--- config.mk ---
export PLATFORM = sky130hd
export DESIGN_NAME = timer16_compare_capture_irq
export DESIGN_NICKNAME = d
export VERILOG_FILES = /design/src/rtl/timer16_pkg.sv /design/src/rtl/timer16_compare_capture_irq.sv
export SDC_FILE = /design/constraint.sdc
export NUM_CORES = 1
export LEC_CHECK = 0
export BUFFER_PORTS_ARGS = -buffer_cell sky130_fd_sc_hd__buf_2
export CAP_MARGIN = 10
export CORE_ASPECT_RATIO = 1.1
export CORE_MARGIN = 1.5
export CORE_UTILIZATION = 59
export CTS_CLUSTER_DIAMETER = 100
export CTS_CLUSTER_SIZE = 10
export DETAILED_ROUTE_END_ITERATION = 6
export HOLD_SLACK_MARGIN = 0.08
export PLACE_DENSITY = 0.81
export SYNTH_ARGS = -nofsm -noshare
export SYNTH_HDL_FRONTEND = slang
export SYNTH_SLANG_ARGS = --single-unit
export TNS_END_PERCENT = 100
--- constraint.sdc ---
create_clock -name clk -period 3.76 [get_ports clk]
set_input_delay 0.376 -clock clk [delete_from_list [all_inputs] [get_ports clk]]
set_output_delay 0.376 -clock clk [all_outputs]
set_load 0.02 [all_outputs]
--- src/rtl/timer16_pkg.sv ---
package timer16_pkg;

   // register byte addresses, one aligned word each, data in bits [7:0] or [11:0]
   localparam logic [11:0] OFS_CNT_LO = 12'h000;
   localparam logic [11:0] OFS_CNT_HI = 12'h004;
   localparam logic [11:0] OFS_CMPA_LO = 12'h008;
   localparam logic [11:0] OFS_CMPA_HI = 12'h00C;
   localparam logic [11:0] OFS_CMPB_LO = 12'h010;
   localparam logic [11:0] OFS_CMPB_HI = 12'h014;
   localparam logic [11:0] OFS_CAP_LO = 12'h018;
   localparam logic [11:0] OFS_CAP_HI = 12'h01C;
   localparam logic [11:0] OFS_MASK = 12'h020;
   localparam logic [11:0] OFS_FLAGS = 12'h024;
   localparam logic [11:0] OFS_CTRL = 12'h028;

   // control word fields
   localparam int CTRL_MODE_LSB = 0;
   localparam int CTRL_CS_LSB = 4;
   localparam int CTRL_EDGE_BIT = 7;
   localparam int CTRL_FILT_BIT = 8;
   localparam int CTRL_ACO_BIT = 9;
   localparam int CTRL_FOCA_BIT = 10;
   localparam int CTRL_FOCB_BIT = 11;

   // flag and mask bit positions
   localparam int FLAG_CAP = 5;
   localparam int FLAG_CMPA = 4;
   localparam int FLAG_CMPB = 3;
   localparam int FLAG_OVF = 2;
   localparam logic [7:0] FLAGS_USED = 8'h3C;

   localparam logic [7:0] MASK_RST = 8'h00;
   localparam logic [7:0] FLAGS_RST = 8'h00;
   localparam logic [7:0] TEMP_RST = 8'h00;
   localparam logic [15:0] VALUE16_RST = 16'h0000;
   localparam logic [2:0] CS_RST = 3'h0;

   localparam logic [15:0] MAX_VALUE = 16'hFFFF;
   localparam logic [15:0] BOTTOM_VALUE = 16'h0000;
   localparam logic [15:0] TOP_8BIT = 16'h00FF;
   localparam logic [15:0] TOP_9BIT = 16'h01FF;
   localparam logic [15:0] TOP_10BIT = 16'h03FF;

   // prescaler taps: count mask = divisor - 1
   localparam logic [9:0] DIV8_MASK = 10'h007;
   localparam logic [9:0] DIV64_MASK = 10'h03F;
   localparam logic [9:0] DIV256_MASK = 10'h0FF;
   localparam logic [9:0] DIV1024_MASK = 10'h3FF;

   localparam int FILTER_SAMPLES = 4;

   typedef enum logic [3:0] {
      MODE_NORMAL = 4'h0, MODE_PC8 = 4'h1, MODE_PC9 = 4'h2, MODE_PC10 = 4'h3,
      MODE_CTC_CMPA = 4'h4, MODE_FAST8 = 4'h5, MODE_FAST9 = 4'h6, MODE_FAST10 = 4'h7,
      MODE_PFC_CAP = 4'h8, MODE_PFC_CMPA = 4'h9, MODE_PC_CAP = 4'hA, MODE_PC_CMPA = 4'hB,
      MODE_CTC_CAP = 4'hC, MODE_RESERVED = 4'hD, MODE_FAST_CAP = 4'hE, MODE_FAST_CMPA = 4'hF
   } waveMode_e;

   typedef enum logic [2:0] {
      CS_STOP = 3'h0, CS_DIV1 = 3'h1, CS_DIV8 = 3'h2, CS_DIV64 = 3'h3,
      CS_DIV256 = 3'h4, CS_DIV1024 = 3'h5, CS_EXT_FALL = 3'h6, CS_EXT_RISE = 3'h7
   } clkSel_e;

   typedef enum logic [1:0] {
      APB_IDLE = 2'b00,
      APB_DONE = 2'b01
   } apbState_e;

   function automatic logic [15:0] topOf(input waveMode_e m, input logic [15:0] cmpA,
                                         input logic [15:0] cap);
      case (m)
         MODE_PC8, MODE_FAST8: topOf = TOP_8BIT;
         MODE_PC9, MODE_FAST9: topOf = TOP_9BIT;
         MODE_PC10, MODE_FAST10: topOf = TOP_10BIT;
         MODE_CTC_CMPA, MODE_PFC_CMPA, MODE_PC_CMPA, MODE_FAST_CMPA: topOf = cmpA;
         MODE_PFC_CAP, MODE_PC_CAP, MODE_CTC_CAP, MODE_FAST_CAP: topOf = cap;
         default: topOf = MAX_VALUE;
      endcase
   endfunction

   function automatic logic capIsTop(input waveMode_e m);
      capIsTop = (m == MODE_PFC_CAP) || (m == MODE_PC_CAP) || (m == MODE_CTC_CAP) ||
                 (m == MODE_FAST_CAP);
   endfunction

   function automatic logic isDualSlope(input waveMode_e m);
      isDualSlope = (m == MODE_PC8) || (m == MODE_PC9) || (m == MODE_PC10) ||
                    (m == MODE_PFC_CAP) || (m == MODE_PFC_CMPA) || (m == MODE_PC_CAP) ||
                    (m == MODE_PC_CMPA);
   endfunction

   function automatic logic isFastPwm(input waveMode_e m);
      isFastPwm = (m == MODE_FAST8) || (m == MODE_FAST9) || (m == MODE_FAST10) ||
                  (m == MODE_FAST_CAP) || (m == MODE_FAST_CMPA);
   endfunction

endpackage

--- src/rtl/timer16_compare_capture_irq.sv ---
`timescale 1ns/100ps
module timer16_compare_capture_irq
   import timer16_pkg::*;
#(
   parameter int FILTER_LEN = FILTER_SAMPLES
) (
   input wire logic clk,
   input wire logic rst,
   input wire logic [11:0] paddr,
   input wire logic psel,
   input wire logic penable,
   input wire logic pwrite,
   input wire logic [31:0] pwdata,
   output logic pready,
   output logic [31:0] prdata,
   output logic pslverr,
   input wire logic captureInputPin,
   input wire logic comparatorOut,
   input wire logic [3:0] vectorAck,
   output logic [3:0] irqReq,
   output logic irq,
   output logic compareMatchA,
   output logic compareMatchB
);

   apbState_e apbStateFF;
   logic preadyFF, pslverrFF;
   logic [31:0] prdataFF;
   logic [7:0] tempFF, maskFF, flagsFF;
   logic [15:0] counterFF, cmpAFF, cmpBFF, capFF;
   waveMode_e modeFF;
   clkSel_e csFF;
   logic edgeRiseFF, filterOnFF, fromComparatorFF;
   logic downFF, blockFF;
   logic [9:0] preFF;
   logic sampleFF, levelFF, prevLevelFF;
   logic [FILTER_LEN-1:0] histFF;
   logic [3:0] irqReqFF;
   logic irqFF, matchAOutFF, matchBOutFF;

   logic mapped, wrStrobe, rdStrobe, cpuCntWr, tick;
   logic [15:0] topVal;
   logic hitA, hitB, ovfSet, capTopSet, capEvt, forceA, forceB, nonPwm;
   logic [7:0] flagSet, flagClr;

   function automatic logic isMapped(input logic [11:0] a);
      case (a)
         OFS_CNT_LO, OFS_CNT_HI, OFS_CMPA_LO, OFS_CMPA_HI, OFS_CMPB_LO, OFS_CMPB_HI,
         OFS_CAP_LO, OFS_CAP_HI, OFS_MASK, OFS_FLAGS, OFS_CTRL: isMapped = 1'b1;
         default: isMapped = 1'b0;
      endcase
   endfunction

   // write takes effect only at the completing edge; read data is fetched one edge earlier
   assign mapped = isMapped(paddr);
   assign wrStrobe = (apbStateFF == APB_DONE) && psel && penable && pwrite && mapped;
   assign rdStrobe = (apbStateFF == APB_IDLE) && psel && penable && !pwrite && mapped;
   assign cpuCntWr = wrStrobe && (paddr == OFS_CNT_LO);

   always_ff @(posedge clk) begin
      if (rst) begin
         apbStateFF <= APB_IDLE;
         preadyFF <= 1'b0;
         pslverrFF <= 1'b0;
      end else begin
         case (apbStateFF)
            APB_IDLE: begin
               if (psel && penable) begin
                  apbStateFF <= APB_DONE;
                  preadyFF <= 1'b1;
                  pslverrFF <= !mapped;
               end
            end
            APB_DONE: begin
               apbStateFF <= APB_IDLE;
               preadyFF <= 1'b0;
               pslverrFF <= 1'b0;
            end
            default: begin
               apbStateFF <= APB_IDLE;
               preadyFF <= 1'b0;
               pslverrFF <= 1'b0;
            end
         endcase
      end
   end

   always_ff @(posedge clk) begin
      if (rst) begin
         prdataFF <= 32'h00000000;
      end else if (psel && penable && !pwrite && (apbStateFF == APB_IDLE)) begin
         case (paddr)
            OFS_CNT_LO: prdataFF <= {24'h000000, counterFF[7:0]};
            OFS_CNT_HI: prdataFF <= {24'h000000, tempFF};
            OFS_CMPA_LO: prdataFF <= {24'h000000, cmpAFF[7:0]};
            OFS_CMPA_HI: prdataFF <= {24'h000000, cmpAFF[15:8]};
            OFS_CMPB_LO: prdataFF <= {24'h000000, cmpBFF[7:0]};
            OFS_CMPB_HI: prdataFF <= {24'h000000, cmpBFF[15:8]};
            OFS_CAP_LO: prdataFF <= {24'h000000, capFF[7:0]};
            OFS_CAP_HI: prdataFF <= {24'h000000, tempFF};
            OFS_MASK: prdataFF <= {24'h000000, maskFF};
            OFS_FLAGS: prdataFF <= {24'h000000, flagsFF};
            // force strobes always read back as zero
            OFS_CTRL: prdataFF <= {20'h00000, 2'b00, fromComparatorFF, filterOnFF,
                                   edgeRiseFF, csFF,
                                   modeFF};
            default: prdataFF <= 32'h00000000;
         endcase
      end
   end

   // shared high-byte latch for every 16-bit register
   always_ff @(posedge clk) begin
      if (rst) begin
         tempFF <= TEMP_RST;
      end else if (wrStrobe && ((paddr == OFS_CNT_HI) || (paddr == OFS_CMPA_HI) ||
                               (paddr == OFS_CMPB_HI) || (paddr == OFS_CAP_HI))) begin
         tempFF <= pwdata[7:0];
      end else if (rdStrobe && (paddr == OFS_CNT_LO)) begin
         tempFF <= counterFF[15:8];
      end else if (rdStrobe && (paddr == OFS_CAP_LO)) begin
         tempFF <= capFF[15:8];
      end
   end

   always_ff @(posedge clk) begin
      if (rst) begin
         cmpAFF <= VALUE16_RST;
         cmpBFF <= VALUE16_RST;
      end else if (wrStrobe && (paddr == OFS_CMPA_LO)) begin
         cmpAFF <= {tempFF, pwdata[7:0]};
      end else if (wrStrobe && (paddr == OFS_CMPB_LO)) begin
         cmpBFF <= {tempFF, pwdata[7:0]};
      end
   end

   always_ff @(posedge clk) begin
      if (rst) begin
         maskFF <= MASK_RST;
      end else if (wrStrobe && (paddr == OFS_MASK)) begin
         maskFF <= pwdata[7:0];
      end
   end

   always_ff @(posedge clk) begin
      if (rst) begin
         modeFF <= MODE_NORMAL;
         csFF <= CS_STOP;
         edgeRiseFF <= 1'b0;
         filterOnFF <= 1'b0;
         fromComparatorFF <= 1'b0;
      end else if (wrStrobe && (paddr == OFS_CTRL)) begin
         modeFF <= waveMode_e'(pwdata[CTRL_MODE_LSB +: 4]);
         csFF <= clkSel_e'(pwdata[CTRL_CS_LSB +: 3]);
         edgeRiseFF <= pwdata[CTRL_EDGE_BIT];
         filterOnFF <= pwdata[CTRL_FILT_BIT];
         fromComparatorFF <= pwdata[CTRL_ACO_BIT];
      end
   end

   // timer tick from the prescaler; external clock selections have no pin here and stop
   always_ff @(posedge clk) begin
      if (rst) begin
         preFF <= 10'h000;
      end else if (csFF == CS_STOP) begin
         preFF <= 10'h000;
      end else begin
         preFF <= preFF + 10'h001;
      end
   end

   always_comb begin
      case (csFF)
         CS_DIV1: tick = 1'b1;
         CS_DIV8: tick = (preFF & DIV8_MASK) == DIV8_MASK;
         CS_DIV64: tick = (preFF & DIV64_MASK) == DIV64_MASK;
         CS_DIV256: tick = (preFF & DIV256_MASK) == DIV256_MASK;
         CS_DIV1024: tick = (preFF & DIV1024_MASK) == DIV1024_MASK;
         default: tick = 1'b0;
      endcase
   end

   assign topVal = topOf(modeFF, cmpAFF, capFF);

   // cpu write wins over any count or clear in the same cycle
   always_ff @(posedge clk) begin
      if (rst) begin
         counterFF <= VALUE16_RST;
         downFF <= 1'b0;
      end else if (cpuCntWr) begin
         counterFF <= {tempFF, pwdata[7:0]};
      end else if (tick) begin
         if (isDualSlope(modeFF)) begin
            if (!downFF && (counterFF == topVal)) begin
               downFF <= 1'b1;
               counterFF <= counterFF - 16'h0001;
            end else if (downFF && (counterFF == BOTTOM_VALUE)) begin
               downFF <= 1'b0;
               counterFF <= counterFF + 16'h0001;
            end else begin
               counterFF <= downFF ? counterFF - 16'h0001 : counterFF + 16'h0001;
            end
         end else begin
            downFF <= 1'b0;
            counterFF <= (counterFF == topVal) ? BOTTOM_VALUE : counterFF + 16'h0001;
         end
      end
   end

   // a counter write shields the written value from matching on the next tick
   always_ff @(posedge clk) begin
      if (rst) begin
         blockFF <= 1'b0;
      end else if (cpuCntWr) begin
         blockFF <= 1'b1;
      end else if (tick) begin
         blockFF <= 1'b0;
      end
   end

   assign hitA = tick && !blockFF && (counterFF == cmpAFF);
   assign hitB = tick && !blockFF && (counterFF == cmpBFF);

   always_comb begin
      if (isDualSlope(modeFF)) begin
         ovfSet = tick && downFF && (counterFF == BOTTOM_VALUE);
      end else if (isFastPwm(modeFF)) begin
         ovfSet = tick && (counterFF == topVal);
      end else begin
         ovfSet = tick && (counterFF == MAX_VALUE);
      end
   end

   assign capTopSet = capIsTop(modeFF) && tick && !downFF && (counterFF == topVal);

   // capture input: one sample stage, optional agreement filter, then edge detect
   always_ff @(posedge clk) begin
      if (rst) begin
         sampleFF <= 1'b0;
         histFF <= '0;
         levelFF <= 1'b0;
         prevLevelFF <= 1'b0;
      end else begin
         sampleFF <= fromComparatorFF ? comparatorOut : captureInputPin;
         histFF <= {histFF[FILTER_LEN-2:0], sampleFF};
         if (!filterOnFF) begin
            levelFF <= sampleFF;
         end else if (&histFF || ~|histFF) begin
            levelFF <= histFF[0];
         end
         prevLevelFF <= levelFF;
      end
   end

   // capture pin is cut off while the capture register sets the top
   assign capEvt = !capIsTop(modeFF) && (levelFF != prevLevelFF) &&
                   (levelFF == edgeRiseFF);

   always_ff @(posedge clk) begin
      if (rst) begin
         capFF <= VALUE16_RST;
      end else if (capEvt) begin
         capFF <= counterFF;
      end else if (wrStrobe && (paddr == OFS_CAP_LO)) begin
         capFF <= {tempFF, pwdata[7:0]};
      end
   end

   always_comb begin
      flagSet = 8'h00;
      flagSet[FLAG_CAP] = capEvt || capTopSet;
      flagSet[FLAG_CMPA] = hitA;
      flagSet[FLAG_CMPB] = hitB;
      flagSet[FLAG_OVF] = ovfSet;
      flagClr = (wrStrobe && (paddr == OFS_FLAGS)) ? pwdata[7:0] : 8'h00;
      flagClr[FLAG_CAP] = flagClr[FLAG_CAP] | vectorAck[3];
      flagClr[FLAG_CMPA] = flagClr[FLAG_CMPA] | vectorAck[2];
      flagClr[FLAG_CMPB] = flagClr[FLAG_CMPB] | vectorAck[1];
      flagClr[FLAG_OVF] = flagClr[FLAG_OVF] | vectorAck[0];
   end

   // a new event in the clearing cycle survives the clear
   always_ff @(posedge clk) begin
      if (rst) begin
         flagsFF <= FLAGS_RST;
      end else begin
         flagsFF <= ((flagsFF & ~flagClr) | flagSet) & FLAGS_USED;
      end
   end

   always_ff @(posedge clk) begin
      if (rst) begin
         irqReqFF <= 4'h0;
         irqFF <= 1'b0;
      end else begin
         irqReqFF[3] <= flagsFF[FLAG_CAP] & maskFF[FLAG_CAP];
         irqReqFF[2] <= flagsFF[FLAG_CMPA] & maskFF[FLAG_CMPA];
         irqReqFF[1] <= flagsFF[FLAG_CMPB] & maskFF[FLAG_CMPB];
         irqReqFF[0] <= flagsFF[FLAG_OVF] & maskFF[FLAG_OVF];
         irqFF <= |(flagsFF & maskFF & FLAGS_USED);
      end
   end

   // force strobes only act in the non-pwm modes and only reach the match outputs
   assign nonPwm = (modeFF == MODE_NORMAL) || (modeFF == MODE_CTC_CMPA) ||
                   (modeFF == MODE_CTC_CAP);
   assign forceA = wrStrobe && (paddr == OFS_CTRL) && pwdata[CTRL_FOCA_BIT] && nonPwm;
   assign forceB = wrStrobe && (paddr == OFS_CTRL) && pwdata[CTRL_FOCB_BIT] && nonPwm;

   always_ff @(posedge clk) begin
      if (rst) begin
         matchAOutFF <= 1'b0;
         matchBOutFF <= 1'b0;
      end else begin
         matchAOutFF <= hitA || forceA;
         matchBOutFF <= hitB || forceB;
      end
   end

   assign pready = preadyFF;
   assign prdata = prdataFF;
   assign pslverr = pslverrFF;
   assign irqReq = irqReqFF;
   assign irq = irqFF;
   assign compareMatchA = matchAOutFF;
   assign compareMatchB = matchBOutFF;

endmodule // timer16_compare_capture_irq

### After elaboration in Yosys (flattened, before gate mapping)

Index checks and enable logic that the tools add are counted.

* register bits: 154
* input bits: 55
* output and inout port bits: 41
* word-level logic and storage cells: 201

* $add $sub $neg: 3
* equal/unequal tests: 41
* multiplexer cells: 27
* bitwise logic cells: 15
* reductions and logical operators: 89

Operators with widths (count)
* 16-bit 2-to-1 mux: 9
* 10-bit one-hot mux with 10 select lines: 1
* 16-bit one-hot mux with 5 select lines: 1
* 12-bit by 5-bit == test with 1-bit output (second input constant): 4
* 16-bit == test: 3
* 1-bit logical AND: 39
* 12-bit by 6-bit == test with 1-bit output (second input constant): 3
* 4-bit == test (second input constant): 7
* 12-bit by 4-bit == test with 1-bit output (second input constant): 2
* 8-bit 2-to-1 mux: 3
* 1-bit logical OR: 22
* 16-bit by 1-bit adder with 16-bit output (second input constant): 1
* 16-bit == test (second input constant): 1
* 4-bit by 3-bit == test with 1-bit output (second input constant): 4
* 16-bit logical NOT: 1
* 4-bit OR reduction: 4
* 16-bit by 1-bit subtractor with 16-bit output (second input constant): 1
* 6-bit AND: 2
* 12-bit by 3-bit == test with 1-bit output (second input constant): 1
* 12-bit logical NOT: 1
* 2-bit OR reduction: 6
* 1-bit 2-to-1 mux: 11
* 11-bit OR reduction: 1
* 10-bit by 1-bit adder with 10-bit output (second input constant): 1
* other kinds (28): 46

### Logic depth before layout (Yosys ltp)

Gate-level depths: netlist of run 1.

* word-level depth: 10
* depth in mapped cells: 14
* depth with buffers taken out: 11

### Worst setup path after synthesis of run 1

OpenSTA, ideal clock, no wires.

* kind: register to register
* start: register modeFF[3]
* end: register counterFF[15]
* library setup time: 0.142 ns
* data arrival time: 2.998 ns
* data required time: 3.618 ns
* setup slack: 0.620 ns
* stages on the path, launching flop included: 13
* path buffers: 2
* clock period less this slack: 3.140 ns
* cell sequence: dfxtp_1 -> buf_4 -> or3_1 -> buf_2 -> a21boi_2 -> nor3_1 -> a211o_1 -> or4_4 -> nor2_8 -> o21ai_4 -> or4_4 -> a221oi_2 -> a2111oi_1

* longest elaborated chain between the ends: 10
* elaborated cells between the ends (all ways): 33
* those cells by class: eq/ne: 15; mux: 6; reduce/logical: 12

Ends and longest elaborated chain
* start: declaration: line timer16_compare_capture_irq.sv:31 `waveMode_e modeFF;`
* start signal: assignment: line timer16_compare_capture_irq.sv:153 `modeFF <= waveMode_e'(pwdata[CTRL_MODE_LSB +: 4]);`
* parallel branches: the longest is 7 deep, another holds 16-bit one-hot mux with 5 select lines
* 16-bit 2-to-1 mux *: line timer16_compare_capture_irq.sv:193 `if (isDualSlope(modeFF)) begin`
* 16-bit 2-to-1 mux *: line timer16_compare_capture_irq.sv:192 `end else if (tick) begin`
* 16-bit 2-to-1 mux *: line timer16_compare_capture_irq.sv:190 `end else if (cpuCntWr) begin`
* end signal: assignment: line timer16_compare_capture_irq.sv:191 `counterFF <= {tempFF, pwdata[7:0]};`
* end signal: assignment: line timer16_compare_capture_irq.sv:196 `counterFF <= counterFF - 16'h0001;`
* end signal: assignment: line timer16_compare_capture_irq.sv:199 `counterFF <= counterFF + 16'h0001;`
* end: declaration: line timer16_compare_capture_irq.sv:30 `logic [15:0] counterFF, cmpAFF, cmpBFF, capFF;`

Mark *: on every way between the ends. The select of a mux whose other input is x is not followed.
A chain may end at the register's enable or synchronous reset.

### Worst setup path after layout of run 1

* start: register modeFF[3]
* end: register counterFF[4]

Same word-level chain as after synthesis.

==> impl_results.md, run 1 <==
- Post-synth top area cell: dfxtp_1
- Critical path's top delay family: simple AND/OR/NAND/NOR gates
- WP data arrival: 3.83 ns
- Post-Synthesis Cell Area: 0.00818 mm²
- Outcome: finished clean
- Die Wd: 115 µm
- Most common cell in the synthesized netlist: nand2_1
- Root buffer cell: clkbuf_16
- VDD IR max: 0.308 mV
- Register bit total from synthesis: 132
- DIE AREA: 0.0146 mm²
- Vias per cell: 6.62
- Clock-pin slew on the worst setup and hold paths: 0.06 ns
- Type of the worst setup path: register to register
- Number of routed nets with antenna violations: 0
- Post-synth top area share: 32.3%
- Hold Path Depth: 3
- FMAX: 0.281 GHz
- Routed Wire Length: 28,100 µm
- Post-synthesis sequential area ratio: 32.3%
- Top cells by area, synth: dfxtp_1, nand2_1, a21oi_1
- Top cells by count, synth: nand2_1, dfxtp_1, nor2_1
- First-pass GRT wire length: 43,800 µm
- Gpl congestion: 0.989
- Post-synth EDFFs: 0
- Final setup TNS: 0 ns
- Sequence of cells on the critical path: buf_4 -> or4b_1 -> a21oi_1 -> or3_1 -> nand4_1 -> or4_4 -> o21ai_2 -> buf_4 -> o221ai_1 -> a31o_2 -> o211ai_1 -> a21oi_1
- Cells after Synth: 1,094
- Final setup viols: 0
- Min-delay worst type: primary input to register
- DRT iter0 DRCs: 1,225
- Initial antenna violation count: 1
- CTS HTree Levels: 4
- Vias: 8,835
- Slew @ Worst Pin: 1.10 ns
- # rows: 44
- Final Core Density: 69.3%
- Reg-to-reg slack, setup: 0.20 ns
- Hold buffers post-CTS: 0
- YS warnings: 0
- Buf/Inv on CP: 2
- Post-DP Area: 0.00869 mm²
- Global-route usage over all layers: 39.3%
- RR Endpoint: counterFF[4]$_SDFFE_PP0P_
- Port Buffers: 53
- Clock buffer depth: 2
- Distinct cells, synth: 78
- Mean Syn Cell Area: 7.48 µm²
- Worst-Skew Late Latency: 0.43 ns
- Vias in the first global route: 8,011
- Number of remaining DRC errors: 0
- Slowest stage delay, CP: 0.58 ns
- N_diodes: 0
- Net count, final: 1,197
- Grt ovf: 0
- WL per Instance: 21.0 µm
- Required @ worst endpoint: 4.03 ns
- Largest net degree at the start of global routing: 81
- R2R depth: 12
- CTS tree: yes
- Hold EP: sampleFF$_SDFF_PP0_
- Pins Over Slew Limit: 0
- Drt first pass iters: 7
- Final instance area: 0.00928 mm²
- Crit-path max FO: 18
- Sink Count: 132
- Die height: 126 µm
- Worst Setup End Kind: register
- Crit share post-route: 94.6%
- Final Skew: 0.00770 ns
- Initial core utilization: 61.1%
- Leak: 3.59 nW
- Boundary Pins: 96
- Critical Path Stages: 12
- Max Cap Viol: 0
- Power per cell area: 347 mW/mm²
- Hold WS: 0.174 ns
- Crit path launch type: register
- Final hold violation count: 0
- Share of cells above drive strength 1: 14.2%
- Ys flop type: dfxtp_1
- Clock buffer count from CTS: 17
- HPWL Detailed: 19,700 µm
- Core area: 0.0134 mm²
- RR Startpoint: modeFF[3]$_SDFFE_PP0P_
- Area growth, synth to finish: 13.4%
- Unrepaired setup endpoints after global routing: false
- Hold wc startpoint: captureInputPin
- Pwr Total: 0.00322 W
- Ys async rst share: 0%
- Slowest cell on crit path: or4_4
- Minimum clock period: 3.56 ns
- Worst rel slew slack: 26.1%
==> cells in the final DEF, fill, tap and decap left out, types with 15 or more instances in the layout <==
| cell type | netlist | final |
|---|---|---|
| a21oi_1 | 100 | 100 |
| and3_1 | 15 | 15 |
| nand2_1 | 155 | 155 |
| buf_4 | 24 | 56 |
| inv_1 | 24 | 24 |
| a22oi_1 | 15 | 15 |
| nor3_1 | 35 | 35 |
| clkbuf_16 | 0 | 17 |
| nor4_1 | 20 | 19 |
| nor2_1 | 115 | 115 |
| dfxtp_1 | 132 | 132 |
| buf_2 | 10 | 52 |
| a221oi_1 | 20 | 20 |
| xor2_1 | 42 | 42 |
| nand3_1 | 24 | 24 |
| conb_1 | 1 | 22 |
| a211oi_1 | 25 | 25 |
| mux2i_1 | 26 | 26 |
| o21ai_0 | 32 | 32 |
==> registers in the layout (all words and copies together) (netlist names), 3 cells and up <==
name and cells:
capFF 16, cmpAFF 16, cmpBFF 16, counterFF 16, csFF 3, flagsFF 4, histFF 4, irqReq 4
maskFF 8, modeFF 4, prdata 10, preFF 10, tempFF 8
==> worst max-delay path by stage <==
stage / from / endpoint
finish: modeFF[3]$_SDFFE_PP0P_ / counterFF[4]$_SDFFE_PP0P_
global route: modeFF[3]$_SDFFE_PP0P_ / counterFF[11]$_SDFFE_PP0P_
CTS: modeFF[3]$_SDFFE_PP0P_ / counterFF[15]$_SDFFE_PP0P_
detailed placement: modeFF[3]$_SDFFE_PP0P_ / counterFF[15]$_SDFFE_PP0P_
global placement: modeFF[3]$_SDFFE_PP0P_ / counterFF[15]$_SDFFE_PP0P_
floorplan: modeFF[3]$_SDFFE_PP0P_ / counterFF[15]$_SDFFE_PP0P_
==> worst reg2reg max path, delay by kind of cell, from the launching register on <==
| family | cells | cell delay (ns) |
|---|---|---|
| simple gates | 4 | 1.36 |
| compound gates | 6 | 1.15 |
| buf+inv | 2 | 0.49 |
| flops | 1 | 0.42 |
==> report_power, final <==
group,internal [W],switching (W)
registers,0.00141,0.0000127
logic,0.0000531,0.000127
clock network,0.000883,0.000734
==> logic make-up (layout without fill, tap and decap cells) <==
family / count (synthesis) / after routing / share of synthesized area (%)
AOI/OAI and AO/OA: 304 / 304 / 25.2
muxes: 26 / 26 / 3.18
adders and majority gates: 4 / 4 / 0.612
buffers and inverters: 131 / 167 / 7.30
other: 1 / 22 / 0.0458
and+or+nand+nor: 441 / 441 / 25.5
xor gates and xnor gates: 55 / 55 / 5.89
DFF: 132 / 132 / 32.3
==> per-stage QoR <==
stage / worst slack, ns / std cells
global route: 0.0232 / 1335
global placement: 0.296 / 1303
CTS: 0.245 / 1335
finish: 0.204 / 1335
floorplan: 0.620 / 1115
detailed placement: 0.256 / 1303
==> layer usage <==
metal / vias to the layer above / GRT usage [%] / part of all wire (%)
met2: 641 / 60.0 / 44
met5: - / 0 / 0.043
met3: 142 / 10.8 / 12
met1: 4039 / 50.3 / 37
met4: 2 / 20.9 / 6.4
li1: 4011 / - / -
==> what timing repair did <==
item	in CTS	in global routing
endpoints found under the setup margin	0	1
buffers inserted	0	0
gates resized for setup	0	1
==> cell type report <==
cell class              instances  area [µm²]
multi-input cells             852        5040
clock buffers                  17         425
flip-flops and latches        132        2640
clock inverters                15         150
fillers                      1126        4100
well taps                     184         230
inverters                      27         101
repair buffers                108         681
Power figures use the tool's default switching activity.
==> inputs of run 2 (changes only) <==
--- a/config.mk
+++ b/config.mk
@@ -9,12 +9,12 @@
 export CAP_MARGIN = 10
 export CORE_ASPECT_RATIO = 1.1
 export CORE_MARGIN = 1.5
-export CORE_UTILIZATION = 59
+export CORE_UTILIZATION = 57
 export CTS_CLUSTER_DIAMETER = 100
 export CTS_CLUSTER_SIZE = 10
 export DETAILED_ROUTE_END_ITERATION = 6
 export HOLD_SLACK_MARGIN = 0.08
-export PLACE_DENSITY = 0.81
+export PLACE_DENSITY = 0.78
 export SYNTH_ARGS = -nofsm -noshare
 export SYNTH_HDL_FRONTEND = slang
 export SYNTH_SLANG_ARGS = --single-unit
==> impl_results.md, run 2 (same netlist as run 1, synthesis figures left out) <==
- Final hold violation count: 0
- Slowest cell on crit path: or4_4
- Final Skew: 0.00731 ns
- Crit path launch type: register
- Met2 Usage GRT: 57.4%
- Gpl congestion: 1.00
- Post-CTS setup buffers: 0
- Unrepaired setup endpoints after global routing: false
- Routed Wire Length: 27,800 µm
- Worst rel slew slack: 34.0%
- Sink Count: 132
- Clock buffer depth: 2
- Die Wd: 117 µm
- Number of remaining DRC errors: 0
- Clock buffer count from CTS: 17
- First-pass GRT wire length: 44,000 µm
- Fillers: 1,208
- Grt met1 use: 50.4%
- Critical path's top delay family: compound AO/OA/AOI/OAI gates
- Outcome: finished clean
- Clock-pin slew on the worst setup and hold paths: 0.06 ns
- Minimum clock period: 3.53 ns
- Crit share post-route: 94.0%
- Final Core Density: 66.9%
- Largest net degree at the start of global routing: 69
- Required @ worst endpoint: 4.04 ns
- Root buffer cell: clkbuf_16
- Worst Setup End Kind: register
- Leak: 3.62 nW
- Number of routed nets with antenna violations: 0
- Commonest non-fill, non-tap cell in the layout: nand2_1
- WP data arrival: 3.82 ns
- FMAX: 0.283 GHz
- CTS tree: yes
- Post-Layout Cell Count: 1,341
- Hold buffers post-CTS: 0
- Vias in the first global route: 8,060
- Global-route usage over all layers: 38.3%
- Max Cap Viol: 0
- Grt ovf: 0
- Drt first pass iters: 6
- Boundary Pins: 96
- Commonest non-fill, non-tap cells in the layout: nand2_1, dfxtp_1, nor2_1
- Port Buffers: 53
- Core area: 0.0139 mm²
- Vias per cell: 6.56
- WL per Instance: 20.7 µm
- Slew @ Worst Pin: 0.979 ns
- Min-delay worst type: primary input to register
- Vias: 8,801
- Initial core utilization: 58.8%
- # rows: 45
- VDD IR max: 0.321 mV
- HPWL Detailed: 19,300 µm
- Worst-Skew Late Latency: 0.43 ns
- DRT iter0 DRCs: 1,205
- Busiest grt layer: met2
- Hold WS: 0.177 ns
- Area growth, synth to finish: 13.8%
- Final setup TNS: 0 ns
- Buf/Inv on CP: 1
- Net count, final: 1,199
- Inst Count DP: 1,309
- N_diodes: 0
- Crit-path max FO: 11
- Share of cells above drive strength 1: 14.4%
- Final setup viols: 0
- Die height: 129 µm
- Type of the worst setup path: register to register
- GRT met3 Usage: 8.57%
- Power per cell area: 353 mW/mm²
- CTS HTree Levels: 4
- Initial antenna violation count: 0
- DIE AREA: 0.0151 mm²
- Sequence of cells on the critical path: nand2b_2 -> a31oi_1 -> or3_1 -> a211o_1 -> or4_4 -> o21ai_2 -> buf_4 -> o221ai_1 -> a31o_2 -> o211ai_1 -> a21oi_1
- Slowest stage delay, CP: 0.60 ns
- Pins Over Slew Limit: 0
run 2: cell type report:
class,count,area (µm²),share of cell area [%]
Timing Repair Buffer,110,696,7.48
Tap cell,188,235,2.53
Clock inverter,14,151,1.63
Multi-Input combinational cell,852,5040,54.2
Inverter,27,101,1.09
Sequential cell,132,2640,28.4
Clock buffer,18,439,4.72
run 2: where the power goes:
group	switching (W)	total, W	leakage (nW)	internal [W]
sequential	0.0000123	0.00143	1.07	0.00141
clock	0.000724	0.00168	0.292	0.000961
combinational	0.000127	0.000180	2.26	0.0000531
total	0.000863	0.00329	3.62	0.00243
run 2: through the flow:
stage                     total power, W  setup slack [ns]  area, µm²
final                            0.00329             0.227       9310
after floorplan                  0.00158             0.620       8260
after detailed placement         0.00163             0.269       8710
after CTS                        0.00328             0.246       9310
after global routing             0.00336            0.0204       9310
after global placement           0.00163             0.308       8710
run 2: repair_timing:
| action | 4_1_cts | 5_1_grt |
|---|---|---|
| gates resized for setup | 0 | 1 |
| hold endpoints to repair | 0 | 0 |
| endpoints found under the setup margin | 0 | 2 |
run 2: routing by layer:
| layer | wire length [µm] | part of all wire (%) |
|---|---|---|
| met1 | 10600 | 38 |
| met2 | 12100 | 44 |
| met3 | 3120 | 11 |
| met4 | 1940 | 7.0 |
| met5 | 0 | 0 |
run 2: worst register-to-register path, stage by stage, from the launching register on:
cell and delay (ns):
dfxtp_1 0.51, nand2b_2 0.34, a31oi_1 0.15, or3_1 0.38
a211o_1 0.30, or4_4 0.60, o21ai_2 0.33, buf_4 0.23
o221ai_1 0.13, a31o_2 0.25, o211ai_1 0.09, a21oi_1 0.08
run 2: final timing paths:
check | startpoint | endpoint | slack [ns] | cells after the start
max | modeFF[1]$_SDFFE_PP0P_ | counterFF[4]$_SDFFE_PP0P_ | 0.23 | 11
min | captureInputPin | sampleFF$_SDFF_PP0_ | 0.18 | 3
max reg2reg | modeFF[1]$_SDFFE_PP0P_ | counterFF[4]$_SDFFE_PP0P_ | 0.23 | 11
min reg2reg | prdata[8]$_SDFFE_PP0P_ | prdata[8]$_SDFFE_PP0P_ | 0.45 | 2
